==> src/verilog/mpt_pkg.sv <==
// Summary of operation
// - Sample phase currents continuously; compute average and minimum.
// - Ground fault only when zero-sequence level exceeds set level.
// - Ground fault and overload timing use clocked counters, not analog.
// - Thermistor below low reference trips; above high means no sensor.
// - Read all panel and option switches into internal storage.
// - Relay pulsed, indicators latched; relay keeps state through power loss.
// - Power-fail detector holds or returns the logic to start-up state.
// - Sequencer emits periodic strobes; watchdog resets when they stop.
// - Initialisation clears state, delay counters, thermal value and indicators; irq_stat and irq_mask keep theirs.
// - Ground fault and thermistor conditions advance their delay counters.
// - Unbalance trip when (avg-min)/avg exceeds threshold for a set time.
// - Square the average current and accumulate it as a thermal estimate.
// - Overload trip when thermal value exceeds the curve-selected threshold.
// - Thermal value decays over time when stopped or not overloaded.
// - Once tripped, ignore fault inputs and wait for a reset request.
// - Unbalance protection disabled below 40 percent of full-load setting.
// - Thermistor trip only after hot condition persists for 3 seconds.
// - Self-test button trips the relay and sets all four fault indicators.
`default_nettype none
package mpt_pkg;
  localparam int unsigned CLK_HZ = 125_000_000;
  localparam int unsigned TICK_US = 1000;
  localparam int unsigned TICK_CYCLES = CLK_HZ / 1_000_000 * TICK_US;
  localparam int unsigned THERM_DELAY_S = 3;
  localparam int unsigned THERM_DELAY_TICKS = THERM_DELAY_S * 1000;
  localparam int unsigned UNBAL_DELAY_TICKS = 2000;
  localparam int unsigned MIN_LOAD_PCT = 40;
  localparam int unsigned PCT_FULL = 100;
  localparam int unsigned STROBE_TICKS = 10;
  localparam int unsigned WDOG_TIMEOUT_TICKS = 50;
  localparam int unsigned RELAY_PULSE_CYCLES = 16;
  localparam logic [7:0] UNBAL_RATIO_Q8 = 8'h40;
  localparam logic [7:0] ADDR_CTRL = 8'h00;
  localparam logic [7:0] ADDR_STATUS = 8'h04;
  localparam logic [7:0] ADDR_IRQ_STAT = 8'h08;
  localparam logic [7:0] ADDR_IRQ_MASK = 8'h0c;
  localparam logic [7:0] ADDR_AVG = 8'h10;
  localparam logic [7:0] ADDR_THERMAL = 8'h14;
  localparam int unsigned FLT_OL = 0;
  localparam int unsigned FLT_UB = 1;
  localparam int unsigned FLT_GF = 2;
  localparam int unsigned FLT_TH = 3;
  localparam int unsigned CTRL_RESET = 0;
  localparam int unsigned CTRL_TEST = 1;
  typedef enum logic [1:0] {MPT_INIT, MPT_RUN, MPT_TRIP} mpt_state_type;
endpackage : mpt_pkg
`default_nettype wire

==> src/verilog/mpt_trip.sv <==
`default_nettype none
module mpt_trip
  import mpt_pkg::*;
#(
  parameter int unsigned CW = 12,
  parameter int unsigned TICK_CYC = TICK_CYCLES,
  parameter int unsigned THERM_TICKS = THERM_DELAY_TICKS,
  parameter int unsigned UNBAL_TICKS = UNBAL_DELAY_TICKS
) (
  // Clock and reset
  input  wire  logic          hclk,
  input  wire  logic          hresetn,
  // AHB-Lite slave
  input  wire  logic          hsel,
  input  wire  logic [7:0]    haddr,
  input  wire  logic [1:0]    htrans,
  input  wire  logic          hwrite,
  input  wire  logic [2:0]    hsize,
  input  wire  logic [31:0]   hwdata,
  input  wire  logic          hready,
  output logic [31:0]         hrdata,
  output logic                hreadyout,
  output logic                hresp,
  // Sensor samples and pins
  input  wire  logic [CW-1:0] phase_a,
  input  wire  logic [CW-1:0] phase_b,
  input  wire  logic [CW-1:0] phase_c,
  input  wire  logic [CW-1:0] gf_level,
  input  wire  logic          therm_hot_pin,
  input  wire  logic          therm_open_pin,
  input  wire  logic          power_ok_pin,
  input  wire  logic          test_button_pin,
  input  wire  logic          reset_button_pin,
  // Front-panel switches
  input  wire  logic [CW-1:0] full_load_sw,
  input  wire  logic [CW-1:0] gf_level_sw,
  input  wire  logic [7:0]    gf_delay_sw,
  input  wire  logic [2:0]    overload_curve_select,
  // Outputs
  output logic                relay_set_pulse,
  output logic                relay_clr_pulse,
  output logic [3:0]          fault_led,
  output logic                wd_strobe,
  output logic                irq
);
  localparam int unsigned TW = 2 * CW + 8;

  function automatic logic [CW-1:0] min3(input logic [CW-1:0] a,
                                         input logic [CW-1:0] b,
                                         input logic [CW-1:0] c);
    logic [CW-1:0] m;
    m = (a < b) ? a : b;
    return (m < c) ? m : c;
  endfunction

  // Two-flop synchronisers for every pin-level input
  logic [4:0] pin_s1, pin_s2;
  always_ff @(posedge hclk or negedge hresetn) begin
    if (!hresetn) begin
      pin_s1 <= '0;
      pin_s2 <= '0;
    end else begin
      pin_s1 <= {reset_button_pin, test_button_pin, power_ok_pin,
                 therm_open_pin, therm_hot_pin};
      pin_s2 <= pin_s1;
    end
  end
  wire therm_hot  = pin_s2[0];
  wire therm_open = pin_s2[1];
  wire power_ok   = pin_s2[2];
  wire test_btn   = pin_s2[3];
  wire reset_btn  = pin_s2[4];

  // Millisecond tick
  logic [$clog2(TICK_CYC)-1:0] tick_cnt;
  logic tick;
  logic logic_rst;
  always_ff @(posedge hclk or negedge hresetn) begin
    if (!hresetn) begin
      tick_cnt <= '0;
      tick     <= 1'b0;
    end else begin
      tick <= (tick_cnt == ($clog2(TICK_CYC))'(TICK_CYC - 1));
      if (tick_cnt == ($clog2(TICK_CYC))'(TICK_CYC - 1))
        tick_cnt <= '0;
      else
        tick_cnt <= tick_cnt + 1'b1;
    end
  end

  // Watchdog: strobes come from the sequencer whenever it is out of MPT_INIT
  mpt_state_type state;
  logic [7:0] strobe_cnt, wd_cnt;
  logic       wd_fire;
  always_ff @(posedge hclk or negedge hresetn) begin
    if (!hresetn) begin
      strobe_cnt <= '0;
      wd_strobe  <= 1'b0;
    end else begin
      wd_strobe <= 1'b0;
      if (logic_rst)
        strobe_cnt <= '0;
      else if (tick && state != MPT_INIT) begin
        if (strobe_cnt == 8'(STROBE_TICKS - 1)) begin
          strobe_cnt <= '0;
          wd_strobe  <= 1'b1;
        end else
          strobe_cnt <= strobe_cnt + 1'b1;
      end
    end
  end
  // Independent timer: it sees the strobe and power_ok, not the state
  always_ff @(posedge hclk or negedge hresetn) begin
    if (!hresetn) begin
      wd_cnt  <= '0;
      wd_fire <= 1'b0;
    end else begin
      wd_fire <= 1'b0;
      if (wd_strobe || !power_ok)
        wd_cnt <= '0;
      else if (tick) begin
        if (wd_cnt == 8'(WDOG_TIMEOUT_TICKS - 1)) begin
          wd_cnt  <= '0;
          wd_fire <= 1'b1;
        end else
          wd_cnt <= wd_cnt + 1'b1;
      end
    end
  end
  assign logic_rst = !power_ok || wd_fire;

  // Switch storage
  logic [CW-1:0] fl_set, gfl_set;
  logic [7:0]    gfd_set;
  logic [2:0]    curve_set;
  always_ff @(posedge hclk or negedge hresetn) begin
    if (!hresetn) begin
      fl_set    <= '0;
      gfl_set   <= '0;
      gfd_set   <= '0;
      curve_set <= '0;
    end else if (tick) begin
      fl_set    <= full_load_sw;
      gfl_set   <= gf_level_sw;
      gfd_set   <= gf_delay_sw;
      curve_set <= overload_curve_select;
    end
  end

  // Current averaging, sampled every cycle
  logic [CW-1:0] avg_i, min_i;
  always_ff @(posedge hclk or negedge hresetn) begin
    if (!hresetn) begin
      avg_i <= '0;
      min_i <= '0;
    end else begin
      avg_i <= CW'(({2'b00, phase_a} + {2'b00, phase_b}
                   + {2'b00, phase_c}) / 3);
      min_i <= min3(phase_a, phase_b, phase_c);
    end
  end

  // Fault conditions
  wire gf_present = gf_level > gfl_set;
  wire therm_trip_cond = therm_hot && !therm_open;
  wire [CW+7:0] min_load = (CW+8)'(fl_set) * (CW+8)'(MIN_LOAD_PCT);
  wire [CW+7:0] avg_pct  = (CW+8)'(avg_i) * (CW+8)'(PCT_FULL);
  wire ub_enable = avg_pct >= min_load;
  wire [CW+7:0] diff_q8 = (CW+8)'(avg_i - min_i) << 8;
  wire ub_cond = ub_enable && (avg_i != '0) &&
                 (diff_q8 > (CW+8)'(avg_i) * (CW+8)'(UNBAL_RATIO_Q8));
  wire overloaded = avg_i > fl_set;

  logic [TW-1:0] thermal;
  wire [TW-1:0] ol_limit = TW'(fl_set) * TW'(fl_set) *
                           TW'({5'd0, curve_set} + 8'd1) * TW'(8);
  wire ol_cond = thermal > ol_limit;

  // Delay counters
  logic [7:0]  gf_cnt;
  logic [15:0] th_cnt, ub_cnt;
  wire run = state == MPT_RUN;
  always_ff @(posedge hclk or negedge hresetn) begin
    if (!hresetn) begin
      gf_cnt <= '0;
      th_cnt <= '0;
      ub_cnt <= '0;
    end else if (logic_rst || !run) begin
      gf_cnt <= '0;
      th_cnt <= '0;
      ub_cnt <= '0;
    end else begin
      if (tick) begin
        gf_cnt <= !gf_present ? '0 :
                  (gf_cnt < gfd_set) ? gf_cnt + 1'b1 : gf_cnt;
        ub_cnt <= !ub_cond ? '0 :
                  (ub_cnt < 16'(UNBAL_TICKS)) ? ub_cnt + 1'b1 : ub_cnt;
      end
      // Missing sensor drops the count at once, not at the next tick
      if (!therm_trip_cond)
        th_cnt <= '0;
      else if (tick && th_cnt < 16'(THERM_TICKS))
        th_cnt <= th_cnt + 1'b1;
    end
  end
  wire gf_trip = gf_present && gf_cnt >= gfd_set;
  wire th_trip = th_cnt >= 16'(THERM_TICKS);
  wire ub_trip = ub_cnt >= 16'(UNBAL_TICKS);

  // Thermal integrator
  wire [TW-1:0] sq = TW'(avg_i) * TW'(avg_i);
  wire [TW-1:0] cool = thermal >> 6;
  always_ff @(posedge hclk or negedge hresetn) begin
    if (!hresetn)
      thermal <= '0;
    else if (logic_rst)
      thermal <= '0;
    else if (tick) begin
      if (overloaded && run)
        thermal <= thermal + sq;
      else
        thermal <= thermal - cool - (cool == '0 && thermal != '0 ?
                   TW'(1) : TW'(0));
    end
  end

  // Registers
  logic [3:0] irq_stat, irq_mask;
  logic       sw_reset, sw_test;
  logic [3:0] trip_evt;

  // Sequencer
  always_ff @(posedge hclk or negedge hresetn) begin
    if (!hresetn)
      state <= MPT_INIT;
    else if (logic_rst)
      state <= MPT_INIT;
    else begin
      unique case (state)
        MPT_INIT: state <= MPT_RUN;
        MPT_RUN:  if (trip_evt != '0) state <= MPT_TRIP;
        MPT_TRIP: if (reset_btn || sw_reset) state <= MPT_RUN;
        default:  state <= MPT_INIT;
      endcase
    end
  end
  always_comb begin
    trip_evt = '0;
    if (run) begin
      if (test_btn || sw_test)
        trip_evt = 4'hf;
      else
        trip_evt = {th_trip, gf_trip, ub_trip, ol_cond};
    end
  end

  // Fault indicators latch until reset; relay gets pulses only
  logic [7:0] pulse_cnt;
  logic       pulse_set;
  always_ff @(posedge hclk or negedge hresetn) begin
    if (!hresetn) begin
      fault_led <= '0;
      pulse_cnt <= '0;
      pulse_set <= 1'b0;
    end else if (logic_rst) begin
      pulse_cnt <= '0;
    end else if (state == MPT_INIT) begin
      fault_led <= '0;
    end else if (run && trip_evt != '0) begin
      fault_led <= trip_evt;
      pulse_cnt <= 8'(RELAY_PULSE_CYCLES);
      pulse_set <= 1'b1;
    end else if (state == MPT_TRIP && (reset_btn || sw_reset)) begin
      fault_led <= '0;
      pulse_cnt <= 8'(RELAY_PULSE_CYCLES);
      pulse_set <= 1'b0;
    end else if (pulse_cnt != '0)
      pulse_cnt <= pulse_cnt - 1'b1;
  end
  // Latching relay: no pulse after init keeps it where power loss left it
  assign relay_set_pulse = pulse_cnt != '0 && pulse_set;
  assign relay_clr_pulse = pulse_cnt != '0 && !pulse_set;

  // AHB-Lite slave, zero wait states
  logic       dp_act, dp_wr;
  logic [7:0] dp_addr;
  always_ff @(posedge hclk or negedge hresetn) begin
    if (!hresetn) begin
      dp_act  <= 1'b0;
      dp_wr   <= 1'b0;
      dp_addr <= '0;
    end else if (hready) begin
      dp_act  <= hsel && htrans[1];
      dp_wr   <= hwrite;
      dp_addr <= haddr;
    end
  end
  assign hreadyout = 1'b1;
  assign hresp     = 1'b0;
  wire wr = dp_act && dp_wr;

  always_ff @(posedge hclk or negedge hresetn) begin
    if (!hresetn) begin
      sw_reset <= 1'b0;
      sw_test  <= 1'b0;
      irq_mask <= '0;
    end else begin
      sw_reset <= 1'b0;
      sw_test  <= 1'b0;
      if (wr && dp_addr == ADDR_CTRL) begin
        sw_reset <= hwdata[CTRL_RESET];
        sw_test  <= hwdata[CTRL_TEST];
      end
      if (wr && dp_addr == ADDR_IRQ_MASK)
        irq_mask <= hwdata[3:0];
    end
  end
  // Set wins over write-one-to-clear
  always_ff @(posedge hclk or negedge hresetn) begin
    if (!hresetn)
      irq_stat <= '0;
    else
      irq_stat <= (irq_stat & ~((wr && dp_addr == ADDR_IRQ_STAT) ?
                   hwdata[3:0] : 4'h0)) | trip_evt;
  end
  assign irq = |(irq_stat & irq_mask);

  always_comb begin
    hrdata = '0;
    if (dp_act && !dp_wr) begin
      unique case (dp_addr)
        ADDR_STATUS:   hrdata = {26'h0, state, fault_led};
        ADDR_IRQ_STAT: hrdata = {28'h0, irq_stat};
        ADDR_IRQ_MASK: hrdata = {28'h0, irq_mask};
        ADDR_AVG:      hrdata = 32'(avg_i);
        ADDR_THERMAL:  hrdata = 32'(thermal);
        default:       hrdata = '0;
      endcase
    end
  end

  // Assertions
  property p_gf_trip;
    @(posedge hclk) disable iff (!hresetn)
      (run && !test_btn && !sw_test && gf_trip && !logic_rst)
        |=> state == MPT_TRIP;
  endproperty
  a_gf_trip: assert property (p_gf_trip) else $error("gf trip missed");
  property p_gf_clear;
    @(posedge hclk) disable iff (!hresetn)
      (run && tick && !gf_present && !logic_rst) |=> gf_cnt == '0;
  endproperty
  a_gf_clear: assert property (p_gf_clear) else $error("gf count kept");
  property p_th_open;
    @(posedge hclk) disable iff (!hresetn)
      (therm_open && !logic_rst) |=> th_cnt == '0;
  endproperty
  a_th_open: assert property (p_th_open) else $error("no sensor counted");
  property p_trip_hold;
    @(posedge hclk) disable iff (!hresetn)
      (state == MPT_TRIP && !reset_btn && !sw_reset && !logic_rst)
        |=> state == MPT_TRIP;
  endproperty
  a_trip_hold: assert property (p_trip_hold) else $error("left trip");
  property p_test;
    @(posedge hclk) disable iff (!hresetn)
      (run && test_btn && !logic_rst) |=> fault_led == 4'hf && relay_set_pulse;
  endproperty
  a_test: assert property (p_test) else $error("self test failed");
  property p_pwr;
    @(posedge hclk) disable iff (!hresetn)
      !power_ok |=> state == MPT_INIT && thermal == '0;
  endproperty
  a_pwr: assert property (p_pwr) else $error("no power-fail reset");
  property p_ub_low;
    @(posedge hclk) disable iff (!hresetn)
      (!ub_enable && !logic_rst) |=> ub_cnt == '0 || !$past(tick);
  endproperty
  a_ub_low: assert property (p_ub_low) else $error("unbalance active low");
  property p_cool;
    @(posedge hclk) disable iff (!hresetn)
      (tick && !overloaded && !logic_rst) |=> thermal <= $past(thermal);
  endproperty
  a_cool: assert property (p_cool) else $error("thermal rose cooling");
  property p_th_delay;
    @(posedge hclk) disable iff (!hresetn)
      (trip_evt[FLT_TH] && !test_btn && !sw_test)
        |-> th_cnt >= 16'(THERM_TICKS);
  endproperty
  a_th_delay: assert property (p_th_delay) else $error("early therm trip");
endmodule // mpt_trip
`default_nettype wire

==> config.mk <==
export PLATFORM = sky130hd
export DESIGN_NAME = mpt_trip
export DESIGN_NICKNAME = d
export VERILOG_FILES = /design/src/verilog/mpt_pkg.sv /design/src/verilog/mpt_trip.sv
export SDC_FILE = /design/constraint.sdc
export NUM_CORES = 1
export LEC_CHECK = 0
export BUFFER_PORTS_ARGS = -buffer_cell sky130_fd_sc_hd__buf_2
export CORE_MARGIN = 5
export CORE_UTILIZATION = 50
export CTS_CLUSTER_DIAMETER = 100
export DETAILED_ROUTE_END_ITERATION = 10
export GPL_TIMING_DRIVEN = 0
export PLACE_DENSITY_LB_ADDON = 0.05
export SLEW_MARGIN = 20
export SYNTH_ARGS = -nofsm -noshare
export SYNTH_HDL_FRONTEND = slang
export SYNTH_SLANG_ARGS = --single-unit
==> constraint.sdc <==
create_clock -name hclk -period 20.3 [get_ports hclk]
set_input_delay 2.03 -clock hclk [delete_from_list [all_inputs] [get_ports hclk]]
set_output_delay 2.03 -clock hclk [all_outputs]
set_load 0.05 [all_outputs]
==> reports/results.md <==
STA
• unrepaired setup endpoints after global routing: false
• time the worst path needs with I/O delays and setup: 12.88 ns
• final critical-path share of the clock period: 63.4%
• max-slew headroom at the worst pin: 27.3%
• clk_skew: 0.0123 ns
• transition at the pin with the smallest max-transition slack: 1.09 ns
• Fmax achieved: 77.6 MHz
• setup tns final: 0 ns
• endpoints failing hold: 0
• # setup viols final: 0
• Slew Limit Fails: 0

Clock network
• CTS buffer count: 28
• maximum count of clock buffers along a single path: 3
• buffer count from post-CTS setup fixing: 0
• H-tree depth: 1
• clock transition at the register clock pins on the worst setup and hold paths after CTS: 0.06 ns
• Hold-fix buffers, CTS: 0
• insertion delay to the later sink of the worst-skew pair: 0.59 ns
• Gates resized, CTS repair: 0
• clock tree from TritonCTS: built
• TritonCTS Sinks: 212
• clock tree root driver cell: clkbuf_16

Cells and area
• Post-layout nets: 4,193
• fillers: 5,187
• area growth from synthesis to layout: 9.42%
• number of standard cells in the layout, taps in and fillers out: 4,162
• fraction of layout cells with a size suffix above 1: 8.60%
• Antenna diodes: 0
• end-of-flow core utilization: 55.0%

Die
• width of the die: 247 microns
• number of placement rows: 87
• Initial Util: 50.3%
• Die Area: 0.0612 sq mm
• die height: 247 microns
• area of the core: 0.0561 sq mm
• number of ports placed on the die boundary: 180

Place
• detailed-placement wirelength estimate: 63,400 microns
• final estimated routing congestion in global placement: 0.892
• cell count after placement: 4,114
• I/O Buffers: 145

Run
• Max-cap violations: 0

Logic synthesis
• post-synth top area share: 18.8%
• post-synthesis instance area: 0.0282 sq mm
• cell with the most instances after synthesis: inv_1
• mean area per synthesized cell: 8.78 sq um
• Cell variety after synth: 96
• register bit total from synthesis: 212
• Synth Warn #: 0
• biggest area contributors in the synthesized netlist: dfrtp_1, ha_1, fa_1, inv_1, nor2_1
• Async S/R FF share, synth: 100%
• part of the Yosys area used for sequential elements: 18.8%
• post-synthesis cell count: 3,210
• synth cell count leaders: inv_1, ha_1, nor2_1
• cell taking the most area after synthesis: dfrtp_1
• post-synth net total: 4,015
• count of flip-flops with a built-in enable after synthesis: 0
• flip-flop cell with the highest count after synthesis: dfrtp_1

Setup path
• path type of the worst setup path: register to register
• Largest stage delay, worst path: 0.74 ns
• worst path required time: 20.77 ns
• depth of the worst register-to-register path: 50
• Critical R2R Capture: fault_led[2]
• CP max FO: 11
• arrival time worst endpoint: 13.35 ns
• worst setup slack for register-to-register paths: 7.42 ns
• Worst Setup EP: fault_led[2]
• kind of start point of the critical path: register
• slowest CP cell: nor4_2
• Critical Path Sink Type: register
• worst setup path startpoint: fl_set[1]
• worst reg2reg path startpoint: fl_set[1]

Route
• Residual DRC: 0
• detailed-routing iteration count for the pre-antenna-repair pass: 6
• vias per cell: 5.59
• violation count after the first detailed-route iteration: 1,472
• number of nets with antenna violations after routing: 0
• DR vias: 23,300
• drt total wl: 78,100 microns
• mean routed wirelength per cell: 18.8 microns

Global routing
• global-route wire length before repair: 126,000 microns
• total gr overflow: 0
• total track usage: 25.6%
• pin count of the biggest net entering global routing: 89
• vias in the first global route: 23,800
• antenna violations before repair: 0

Hold path
• worst min-delay path category: register to register
• Worst Hold Launch: pin_s1[3]

Status
• result of the run: completed

[per-stage QoR]
step	worst slack, ns	hold WS [ns]	area, sq um
finish	7.42	0.346	30800
global placement	7.36	0.333	29800
global route	6.61	0.355	30800
floorplan	9.66	0.331	28200
CTS	7.47	0.348	30800
detailed placement	7.49	0.335	29900
[sequential cells by signal (all words and copies together), names as in the netlist, 8 cells and up]
signal / flops
avg_i: 12
dp_addr: 8
fl_set: 12
gf_cnt: 8
gfd_set: 8
gfl_set: 12
min_i: 12
pulse_cnt: 8
strobe_cnt: 8
th_cnt: 16
thermal: 32
tick_cnt: 17
ub_cnt: 16
wd_cnt: 8
[worst min-delay path by stage]
stage                 to  slack, ns  depth (start not counted)
6_report       pin_s2[3]       0.35                          0
5_1_grt        pin_s2[3]       0.35                          0
4_1_cts        pin_s2[3]       0.35                          0
3_5_place_dp   pin_s2[3]       0.33                          0
3_3_place_gp   pin_s2[4]       0.33                          0
2_1_floorplan  pin_s2[0]       0.33                          0
[logic make-up (layout without fill, tap and decap cells)]
kind of cell / count (synthesis) / after routing / synth area share, %
flip-flops: 212 / 212 / 18.8
buffers and inverters: 562 / 758 / 7.62
XOR/XNOR: 170 / 170 / 5.31
multiplexers: 70 / 70 / 2.71
AO/OA/AOI/OAI: 587 / 587 / 13.6
adder cells (fa/ha/maj): 667 / 667 / 36.1
other: 2 / 2 / 0.0267
AND/OR/NAND/NOR: 940 / 940 / 15.8
[final cells by class]
class	instances	area, sq um	share of cell area (%)
Buffer	66	285	0.925
Multi-Input combinational cell	2436	20700	67.3
Inverter	496	1860	6.04
Timing Repair Buffer	148	798	2.59
Sequential cell	212	5310	17.2
Clock inverter	9	83.8	0.272
Tap cell	756	946	3.07
Clock buffer	39	802	2.60
[worst max-delay path: cells and delay by family (launching register included)]
kind                       cells  cell delay [ns]
buffers and inverters          7             1.01
adders and majority gates     10             3.99
muxes                          1             0.34
and+or+nand+nor               10             2.46
DFF                            1             0.44
AOI/OAI and AO/OA             20             4.02
xor gates and xnor gates       2             0.47
[layer usage]
| layer | vias to the layer above | track usage, % | part of all wire, % |
|---|---|---|---|
| li1 | 11100 | - | - |
| met1 | 11500 | 34.2 | 44 |
| met2 | 556 | 43.2 | 47 |
| met3 | 125 | 4.01 | 5.6 |
| met4 | 0 | 7.54 | 3.2 |
| met5 | - | 0 | 0 |
[layout by cell type (no fill, tap or decap), types with 28 or more instances in the layout]
cell type    n
clkbuf_16   28
and2_1      37
clkbuf_1    52
dfrtp_1    212
nand2b_1    28
nand3_1     57
o21a_1      34
mux2_2      47
nor2_1     320
buf_2      144
nand2_1    228
ha_1       424
inv_1      482
nor3_1      62
nand4_1     36
xor2_1      72
nor2b_1     53
xnor2_1     97
a21o_1      53
a21oi_1    136
o21ai_0    166
fa_1       243
Power is left out: the tool's default activity adds up to more than one toggle a clock period on the data nets, which glitch-free logic cannot reach.
